==> src/tqec_pkg.sv <==
// Package for the thread qualified event counter pair: register map,
// field positions, reset values and the carrier structs.
// Assumes one core clock and a single register access port.
package tqec_pkg;

  // Register map, by register index
  localparam logic [11:0] ADDR_CFG0 = 12'h370;
  localparam logic [11:0] ADDR_CFG1 = 12'h371;
  localparam logic [11:0] ADDR_CNT0 = 12'h3a0;
  localparam logic [11:0] ADDR_CNT1 = 12'h3a1;
  localparam logic [11:0] ADDR_PSEN = 12'h3f1;

  // Counter configuration fields
  localparam int EN_BIT = 12;
  localparam int SEL_LSB = 13;
  localparam int ACT_LSB = 16;
  localparam int CMP_BIT = 18;
  localparam int CMPL_BIT = 19;
  localparam int THR_LSB = 20;
  localparam int EDGE_BIT = 24;
  localparam int FOVF_BIT = 25;
  localparam int IRQ0_BIT = 26;
  localparam int IRQ1_BIT = 27;
  localparam int CASC_BIT = 30;
  localparam int OVF_BIT = 31;

  // Precise sampling enable fields
  localparam int PS_OWN_BIT = 25;
  localparam int PS_SIB_BIT = 26;

  // Event selection qualifier bits
  localparam int Q_THREAD1_USER_LEVEL_QUAL = 0;
  localparam int Q_THREAD1_KERNEL_LEVEL_QUAL = 1;
  localparam int Q_THREAD0_USER_LEVEL_QUAL = 2;
  localparam int Q_THREAD0_KERNEL_LEVEL_QUAL = 3;

  // Active thread encodings
  localparam logic [1:0] ACT_NONE = 2'h0;
  localparam logic [1:0] ACT_SINGLE = 2'h1;
  localparam logic [1:0] ACT_BOTH = 2'h2;
  localparam logic [1:0] ACT_ANY = 2'h3;

  // Reset values
  localparam logic [1:0] PSEN_RST = 2'h0;
  localparam logic [63:0] RDATA_RST = 64'h0;

  typedef struct packed {
    logic ovf;
    logic casc;
    logic irq1;
    logic irq0;
    logic fovf;
    logic edge_en;
    logic [3:0] thr;
    logic cmpl;
    logic cmp;
    logic [1:0] act;
    logic [2:0] sel;
    logic en;
  } tqec_cfg_t;

  localparam tqec_cfg_t CFG_RST = '0;

  // One logical processor as seen by the pipeline
  typedef struct packed {
    logic [7:0] interrupt_controller_unit_id;
    logic halted;
    logic wait_startup_interprocessor_interrupt;
    logic kernel;
  } tqec_slot_t;

  // One event selector: qualifiers and per-cycle counts
  typedef struct packed {
    logic [3:0] qual;
    logic ti;
    logic precise;
    logic [3:0] cnt_t0;
    logic [3:0] cnt_t1;
    logic [3:0] cnt_ti;
  } tqec_sel_t;

  // Register access request
  typedef struct packed {
    logic wr;
    logic rd;
    logic [11:0] addr;
    logic [63:0] wdata;
    logic [7:0] src_interrupt_controller_unit_id;
  } tqec_msr_t;

endpackage : tqec_pkg

==> src/tqec_ctrl.sv <==
// Configuration and control of a cascadable pair of event counters
// in a two thread processor, with precise sampling enables.
// Assumes event sources and register requests on mclk_i.
`timescale 1ns/1ps

module tqec_ctrl
  import tqec_pkg::*;
#(
  parameter int CNT_W = 40,
  parameter int NSEL = 8
) (
  input wire logic mclk_i,               // Core clock, 40 MHz
  input wire logic resetn_i,             // Async reset, active low
  input wire tqec_msr_t msr_i,           // Register request
  output logic [63:0] msr_rdata_o,       // Read data
  output logic msr_ack_o,                // Request done pulse
  input wire tqec_slot_t slot_i [2],     // Logical processor state
  input wire tqec_sel_t sel_i [NSEL],    // Event selector inputs
  output logic irq_lp0_o,                // Interrupt pulse to lp0
  output logic irq_lp1_o,                // Interrupt pulse to lp1
  output logic [1:0] ps_sample_o,        // Precise sample pulse per lp
  output logic [1:0] ovf_flag_o          // Sticky overflow per counter
);

  // Index of the slot that holds thread t
  function automatic logic slot_of(input logic t,
                                   input logic id0_bit0);
    slot_of = (id0_bit0 == t) ? 1'b0 : 1'b1;
  endfunction : slot_of

  // Qualified per-cycle count of one selector
  function automatic logic [4:0] sel_count(input tqec_sel_t s,
                                           input logic [1:0] kern);
    logic t0_hit;
    logic t1_hit;
    logic m_os;
    logic m_usr;
    logic ti_hit;
    t0_hit = (s.qual[Q_THREAD0_KERNEL_LEVEL_QUAL] & kern[0]) |
             (s.qual[Q_THREAD0_USER_LEVEL_QUAL] & ~kern[0]);
    t1_hit = (s.qual[Q_THREAD1_KERNEL_LEVEL_QUAL] & kern[1]) |
             (s.qual[Q_THREAD1_USER_LEVEL_QUAL] & ~kern[1]);
    m_os = s.qual[Q_THREAD0_KERNEL_LEVEL_QUAL] | s.qual[Q_THREAD1_KERNEL_LEVEL_QUAL];
    m_usr = s.qual[Q_THREAD0_USER_LEVEL_QUAL] | s.qual[Q_THREAD1_USER_LEVEL_QUAL];
    ti_hit = (m_os & m_usr) |
             (m_os & (kern[0] | kern[1])) |
             (m_usr & ~(kern[0] & kern[1]));
    if (s.ti) begin
      sel_count = ti_hit ? {1'b0, s.cnt_ti} : 5'h00;
    end else begin
      // Each thread gated by its own bits only
      sel_count = (t0_hit ? {1'b0, s.cnt_t0} : 5'h00) +
                  (t1_hit ? {1'b0, s.cnt_t1} : 5'h00);
    end
  endfunction : sel_count

  // Active-thread filter
  function automatic logic act_ok(input logic [1:0] mode,
                                  input logic [1:0] act);
    unique case (mode)
      ACT_NONE: act_ok = ~(act[0] | act[1]);
      ACT_SINGLE: act_ok = act[0] ^ act[1];
      ACT_BOTH: act_ok = act[0] & act[1];
      ACT_ANY: act_ok = act[0] | act[1];
    endcase
  endfunction : act_ok

  // Configuration register as a 64-bit word, reserved bits zero
  function automatic logic [63:0] cfg_word(input tqec_cfg_t c);
    logic [63:0] w;
    w = 64'h0;
    w[EN_BIT] = c.en;
    w[SEL_LSB +: 3] = c.sel;
    w[ACT_LSB +: 2] = c.act;
    w[CMP_BIT] = c.cmp;
    w[CMPL_BIT] = c.cmpl;
    w[THR_LSB +: 4] = c.thr;
    w[EDGE_BIT] = c.edge_en;
    w[FOVF_BIT] = c.fovf;
    w[IRQ0_BIT] = c.irq0;
    w[IRQ1_BIT] = c.irq1;
    w[CASC_BIT] = c.casc;
    w[OVF_BIT] = c.ovf;
    cfg_word = w;
  endfunction : cfg_word

  // Thread view of the two slots
  wire logic id0_bit0 = slot_i[0].interrupt_controller_unit_id[0];
  wire logic [1:0] th_kern;
  wire logic [1:0] th_act;
  wire logic wr_own = msr_i.src_interrupt_controller_unit_id[0];

  for (genvar t = 0; t < 2; t++) begin : g_thr
    wire logic s = slot_of(1'(t), id0_bit0);
    assign th_kern[t] = slot_i[s].kernel;
    assign th_act[t] = ~slot_i[s].halted &
                       ~slot_i[s].wait_startup_interprocessor_interrupt;
  end

  // Register decode
  wire logic wr_cfg0 = msr_i.wr & (msr_i.addr == ADDR_CFG0);
  wire logic wr_cfg1 = msr_i.wr & (msr_i.addr == ADDR_CFG1);
  wire logic wr_cnt0 = msr_i.wr & (msr_i.addr == ADDR_CNT0);
  wire logic wr_cnt1 = msr_i.wr & (msr_i.addr == ADDR_CNT1);
  wire logic wr_psen = msr_i.wr & (msr_i.addr == ADDR_PSEN);
  wire logic [1:0] wr_cfg = {wr_cfg1, wr_cfg0};
  wire logic [1:0] wr_cnt = {wr_cnt1, wr_cnt0};

  // Shared per-counter results
  tqec_cfg_t cfg_q [2];
  wire logic [CNT_W-1:0] cnt_q [2];
  wire logic [1:0] ovf_ev;
  wire logic [1:0] fire0;
  wire logic [1:0] fire1;
  wire logic [1:0] ps_fire;

  // Precise sampling enables, indexed by logical processor
  logic [1:0] ps_en_reg;
  logic [1:0] ps_en_next;

  // A write names threads relative to the writer, never by ID
  always_comb begin
    ps_en_next = ps_en_reg;
    if (wr_psen) begin
      ps_en_next[wr_own] = msr_i.wdata[PS_OWN_BIT];
      ps_en_next[~wr_own] = msr_i.wdata[PS_SIB_BIT];
    end
  end

  for (genvar c = 0; c < 2; c++) begin : g_cnt
    tqec_cfg_t cfg_reg;
    tqec_cfg_t cfg_next;
    logic [CNT_W-1:0] cnt_reg;
    logic [CNT_W-1:0] cnt_next;
    logic prev_reg;
    logic armed_reg;
    logic pend_reg;

    wire tqec_sel_t sel = sel_i[cfg_reg.sel];
    wire logic [4:0] raw = sel_count(sel, th_kern);
    wire logic [4:0] thr5 = {1'b0, cfg_reg.thr};
    wire logic hit = cfg_reg.cmpl ? (raw <= thr5) :
                                    (raw > thr5);
    wire logic hit_q = cfg_reg.edge_en ?
                       (hit & ~prev_reg) : hit;
    // Without compare the raw count passes untouched
    wire logic [4:0] inc = cfg_reg.cmp ? {4'h0, hit_q} : raw;
    wire logic alt_ovf = ovf_ev[1 - c];
    wire logic go = cfg_reg.en &
                    act_ok(cfg_reg.act, th_act) &
                    (~cfg_reg.casc | armed_reg);
    wire logic [4:0] add = go ? inc : 5'h00;
    wire logic stepped = (add != 5'h00);
    wire logic [CNT_W:0] sum = {1'b0, cnt_reg} +
                               {{(CNT_W - 4){1'b0}}, add};
    wire logic wrap = sum[CNT_W];
    assign ovf_ev[c] = stepped &
                       (cfg_reg.fovf | wrap);

    // Interrupt waits for the next count after overflow
    wire logic fire = pend_reg & stepped;
    assign fire0[c] = fire & cfg_reg.irq0;
    assign fire1[c] = fire & cfg_reg.irq1;
    // Counter c samples for processor c
    assign ps_fire[c] = ovf_ev[c] & ps_en_reg[c] & sel.precise;

    always_comb begin
      cfg_next = cfg_reg;
      if (wr_cfg[c]) begin
        cfg_next.en = msr_i.wdata[EN_BIT];
        cfg_next.sel = msr_i.wdata[SEL_LSB +: 3];
        cfg_next.act = msr_i.wdata[ACT_LSB +: 2];
        cfg_next.cmp = msr_i.wdata[CMP_BIT];
        cfg_next.cmpl = msr_i.wdata[CMPL_BIT];
        cfg_next.thr = msr_i.wdata[THR_LSB +: 4];
        cfg_next.edge_en = msr_i.wdata[EDGE_BIT];
        cfg_next.fovf = msr_i.wdata[FOVF_BIT];
        cfg_next.irq0 = msr_i.wdata[IRQ0_BIT];
        cfg_next.irq1 = msr_i.wdata[IRQ1_BIT];
        cfg_next.casc = msr_i.wdata[CASC_BIT];
        cfg_next.ovf = msr_i.wdata[OVF_BIT];
      end
      // Overflow beats a clearing write in the same cycle
      if (ovf_ev[c]) begin
        cfg_next.ovf = 1'b1;
      end
    end

    // Software write of the count wins over an increment
    assign cnt_next = wr_cnt[c] ? msr_i.wdata[CNT_W-1:0] :
                                  sum[CNT_W-1:0];

    always_ff @(posedge mclk_i or negedge resetn_i) begin
      if (!resetn_i) begin
        cfg_reg <= CFG_RST;
        cnt_reg <= '0;
        prev_reg <= 1'b0;
        armed_reg <= 1'b0;
        pend_reg <= 1'b0;
      end else begin
        cfg_reg <= cfg_next;
        cnt_reg <= cnt_next;
        prev_reg <= hit & cfg_reg.cmp;
        // Arm stays until cascading is turned off
        armed_reg <= cfg_reg.casc & (armed_reg | alt_ovf);
        pend_reg <= ovf_ev[c] | (pend_reg & ~stepped);
      end
    end

    assign cfg_q[c] = cfg_reg;
    assign cnt_q[c] = cnt_reg;
  end

  // Read mux; unmapped addresses read zero
  wire logic rd_own = msr_i.src_interrupt_controller_unit_id[0];
  logic [63:0] rd_word;

  always_comb begin
    rd_word = 64'h0;
    unique case (msr_i.addr)
      ADDR_CFG0: rd_word = cfg_word(cfg_q[0]);
      ADDR_CFG1: rd_word = cfg_word(cfg_q[1]);
      ADDR_CNT0: rd_word[CNT_W-1:0] = cnt_q[0];
      ADDR_CNT1: rd_word[CNT_W-1:0] = cnt_q[1];
      ADDR_PSEN: begin
        rd_word[PS_OWN_BIT] = ps_en_reg[rd_own];
        rd_word[PS_SIB_BIT] = ps_en_reg[~rd_own];
      end
      default: rd_word = 64'h0;
    endcase
  end

  logic [63:0] rdata_reg;
  logic ack_reg;
  logic irq0_reg;
  logic irq1_reg;
  logic [1:0] ps_reg;

  always_ff @(posedge mclk_i or negedge resetn_i) begin
    if (!resetn_i) begin
      ps_en_reg <= PSEN_RST;
      rdata_reg <= RDATA_RST;
      ack_reg <= 1'b0;
      irq0_reg <= 1'b0;
      irq1_reg <= 1'b0;
      ps_reg <= 2'h0;
    end else begin
      ps_en_reg <= ps_en_next;
      if (msr_i.rd) begin
        rdata_reg <= rd_word;
      end
      ack_reg <= msr_i.rd | msr_i.wr;
      irq0_reg <= |fire0;
      irq1_reg <= |fire1;
      ps_reg <= ps_fire;
    end
  end

  assign msr_rdata_o = rdata_reg;
  assign msr_ack_o = ack_reg;
  assign irq_lp0_o = irq0_reg;
  assign irq_lp1_o = irq1_reg;
  assign ps_sample_o = ps_reg;
  assign ovf_flag_o = {cfg_q[1].ovf, cfg_q[0].ovf};

endmodule : tqec_ctrl

==> config.mk <==
export PLATFORM = sky130hd
export DESIGN_NAME = tqec_ctrl
export DESIGN_NICKNAME = d
export VERILOG_FILES = /design/src/tqec_pkg.sv /design/src/tqec_ctrl.sv
export SDC_FILE = /design/constraint.sdc
export NUM_CORES = 1
export LEC_CHECK = 0
export BUFFER_PORTS_ARGS = -buffer_cell sky130_fd_sc_hd__buf_2
export CORE_UTILIZATION = 49
export DETAILED_ROUTE_END_ITERATION = 16
export PLACE_DENSITY_LB_ADDON = 0.1
export RECOVER_POWER = 50
export SYNTH_ARGS = -nofsm -noshare
export SYNTH_HDL_FRONTEND = slang
export SYNTH_SLANG_ARGS = --single-unit
==> constraint.sdc <==
create_clock -name mclk_i -period 5.89 [get_ports mclk_i]
set_input_delay 0.2945 -clock mclk_i [delete_from_list [all_inputs] [get_ports mclk_i]]
set_output_delay 0.2945 -clock mclk_i [all_outputs]
set_load 0.05 [all_outputs]
==> out/qor.csv <==
metric,value,unit
status,"finished, violations left",
violated checks,"max-capacitance violations, max-slew violations, negative setup slack",
Slew Limit Fails,258,
critical path peak fanout,6,
GPL Wtd Cong,0.907,
Post-Syn Area,12300,sq um
Overflow after GRT,0,
clock sinks,169,
gr usage total,30.0,%
internal power,2.00,mW
Fin Hold WS,0.110,ns
die width,160,um
sw power,0.756,mW
Largest register FFs,80,
Peak VDD IR,0.163,mV
highest clock rate,167,MHz
post-route setup slack,-0.105,ns
arrival time worst endpoint,6.35,ns
area grow syn2layout,24.4,%
period utilization,102,%
unique cell type count in the Yosys netlist,80,
Synth Area in Compound Gates,14.7,%
Core ar.,24400,sq um
WP data required,6.24,ns
Least-Margin Pin Slew,2.48,ns
filler instances,2131,
Clock Tree Root,clkbuf_16,
main flop type after synthesis,dfrtp_1,
largest family of logic cells by synthesized area,multiplexers,
Gate power share,15.6,%
fraction of registers with async set or reset after synthesis,100,%
antenna violations before repair,2,
# port buffers,254,
mux share of post-synthesis cell area,20.7,%
Post-DP HPWL,28300,um
number of nets with antenna violations after routing,0,
Routed wire per std cell,20.7,um
Worst Setup End Kind,flip-flop,
worst skew pair latency,0.43,ns
Max-Cap Viols,5,
"wirelength, routed",38300,um
leak pwr,6.53,nW
die area,25600,sq um
XOR/XNOR Fraction of Synth Area,5.98,%
CTS tree,built,
post-synthesis adder-cell area fraction,3.51,%
largest net degree at the start of global routing,77,
cells after synthesis,1225,
drt drc,0,
pwr/cell area,181,nW/um^2
Total Nets Final,1801,
Setup Crit Path Kind,flip-flop to flip-flop,
CTS H-tree depth,4,
Max clock buf depth,2,
num ports,325,
Hold Path Depth,2,
initial core utilization,50.2,%
Die Y,160,um
DRT iter0 DRCs,802,
Hold/Removal Path Class,input port to flip-flop,
sequential cell area fraction in the yosys report,34.5,%
Clk pwr share,41.7,%
clk_skew,0.0119,ns
Vias,11000,
Final setup viols,6,
fin cells,1853,
worst r2r path cells,27,
endpoints failing hold,0,
number of flops mapped to enable cells by yosys,0,
drt via density,5.95,
Final Critical Period,6.00,ns
RSZ-0062 raised after global routing,yes,
drt first pass iters,5,
Total Power,2.76,mW
"FF+latch count, synth",169,
vias in the first global route,10900,
"Reg clk slew, reported paths",0.07,ns
Sw Ratio,27.4,%
CTS Buf Count,17,
Inst Count DP,1805,
first-pass GRT wire length,59400,um
layout cell share with drive strength beyond 1,35.6,%
share of power burned in registers,42.7,%
Ys Warns,0,
post-route setup TNS,-0.322,ns
num rows,57,
mean area per synthesized cell,10.0,sq um
CP Launch Type,flip-flop,
Synth Area in Simple Gates,14.4,%
slew margin rel.,-65.4,%
==> area by class of cell <==
type / instances / area (sq um) / area share [%]
multi-input cells: 914 / 7770 / 51.0
flip-flops and latches: 169 / 4240 / 27.8
repair buffers: 348 / 1990 / 13.1
clock buffers: 18 / 429 / 2.82
well taps: 324 / 405 / 2.66
inverters: 65 / 244 / 1.60
clock inverters: 13 / 160 / 1.05
diodes: 2 / 5.00 / 0.0328
==> cells by family after synthesis <==
logic type | after synthesis
DFF | 169
and+or+nand+nor | 357
other | 1
AOI/OAI and AO/OA | 267
adders and majority gates | 32
xor gates and xnor gates | 82
buffers and inverters | 165
muxes | 152
==> power groups by stage <==
stage,Combinational (mW),Clock (mW),Sequential [mW]
finish,0.431,1.15,1.18
global route,0.464,1.21,1.18
CTS,0.407,1.16,1.18
detailed placement,0.392,0,1.20
global placement,0.387,0,1.20
floorplan,0.212,0,1.20
==> Yosys cell counts, drive strengths merged (3+ instances only) <==
master    n  area [sq um]
or3       6          37.5
o21bai    5          37.5
nor2    119           457
nor2b    22           138
a221oi   16           140
a211oi    7          52.6
nand2b    6          37.5
and3     13          81.3
and4      5          43.8
a22oi    23           173
buf      56           352
o21ai    17          88.8
xnor2    51           454
nand4    10          62.6
nor3     31           196
ha       28           350
nand2    85           327
a32oi     4          42.6
nor3b     5          42.5
a21o     13          97.6
nand3    26           130
xor2     31           279
mux4     75          1700
a22o     16           140
inv      63           236
fa        4          80.1
mux2i    31           310
dfrtp   169          4230
nor4      6          43.8
a31oi     3          18.8
or2       5          31.3
o22ai    41           257
a21oi    96           492
and2     12          75.1
a21boi    8          60.1
mux2     46           526
clkbuf   44           165
==> critical path, cell delays in order (launching register included) <==
cell       delay (ns)
dfrtp_4          0.44
buf_12           0.14
mux4_2           0.53
mux4_2           0.56
a21boi_2         0.19
ha_2             0.20
buf_6            0.11
a21o_1           0.16
a21oi_2          0.14
xnor2_1          0.08
and2_1           0.17
o21bai_4         0.18
ha_4             0.24
a21oi_2          0.10
o21ai_1          0.08
a22oi_2          0.27
xnor2_2          0.18
o2bb2ai_4        0.18
ha_4             0.18
fa_2             0.20
a21o_1           0.13
a21oi_2          0.07
nor2b_2          0.18
o2111ai_4        0.16
or3_4            0.46
o21bai_4         0.20
o221ai_4         0.18
nor3b_2          0.20
==> placed cells by master, fill, tap and decap left out, types with 17 or more instances in the layout <==
cell type | netlist | final
conb_1 | 1 | 24
buf_2 | 20 | 205
ha_1 | 28 | 22
nand3_1 | 26 | 23
xor2_1 | 30 | 29
nor3_1 | 24 | 20
buf_4 | 29 | 74
nor2_1 | 117 | 111
clkbuf_16 | 0 | 17
mux2_2 | 44 | 44
xnor2_1 | 50 | 48
dfrtp_1 | 169 | 165
inv_1 | 62 | 62
mux4_2 | 72 | 72
clkbuf_1 | 44 | 51
nor2b_1 | 22 | 17
a22oi_1 | 23 | 22
a21oi_1 | 95 | 88
nand2_1 | 82 | 78
mux2i_1 | 31 | 27
o22ai_1 | 41 | 41
==> repair_timing <==
| action | in CTS | in global routing |
|---|---|---|
| gates resized for setup | 32 | 70 |
| pin swaps | 16 | 62 |
| setup buffers | 7 | 7 |
| hold buffers | 1 | 0 |
| endpoints found under the hold margin | 41 | 0 |
| endpoints found under the setup margin | 48 | 72 |
==> through the flow <==
stage	utilization, %	setup slack [ns]	cell area (sq um)
6_report	62.5	-0.105	15200
5_1_grt	62.5	-0.315	15200
4_1_cts	61.3	-0.106	15000
3_5_place_dp	57.9	-0.613	14100
3_3_place_gp	57.9	-0.656	14100
2_1_floorplan	-	0.0114	12400
==> layer usage <==
metal	vias to the layer above	share of wire (%)	track usage, %	wire, um
met5	-	0	0	0
met4	0	2.6	9.05	984
met3	64	7.5	6.60	2860
met2	450	47	47.5	18000
met1	5490	43	41.3	16400
li1	5020	-	-	-
==> worst paths after layout <==
path	start	end	slack (ns)
min in group asynchronous	resetn_i	msr_rdata_o[4]$_DFFE_PN0P_	1.17
max reg2reg	cfg_q[19]$_DFFE_PN0P_	ps_sample_o[0]$_DFF_PN0_	-0.11
min	msr_i[9]	g_cnt[1].cnt_reg[1]$_DFF_PN0_	0.11
min reg2reg	g_cnt[0].armed_reg$_DFF_PN0_	g_cnt[0].armed_reg$_DFF_PN0_	0.49
max in group asynchronous	resetn_i	cfg_q[13]$_DFFE_PN0P_	1.92
max	cfg_q[19]$_DFFE_PN0P_	ps_sample_o[0]$_DFF_PN0_	-0.11
Power figures use the tool's default switching activity.
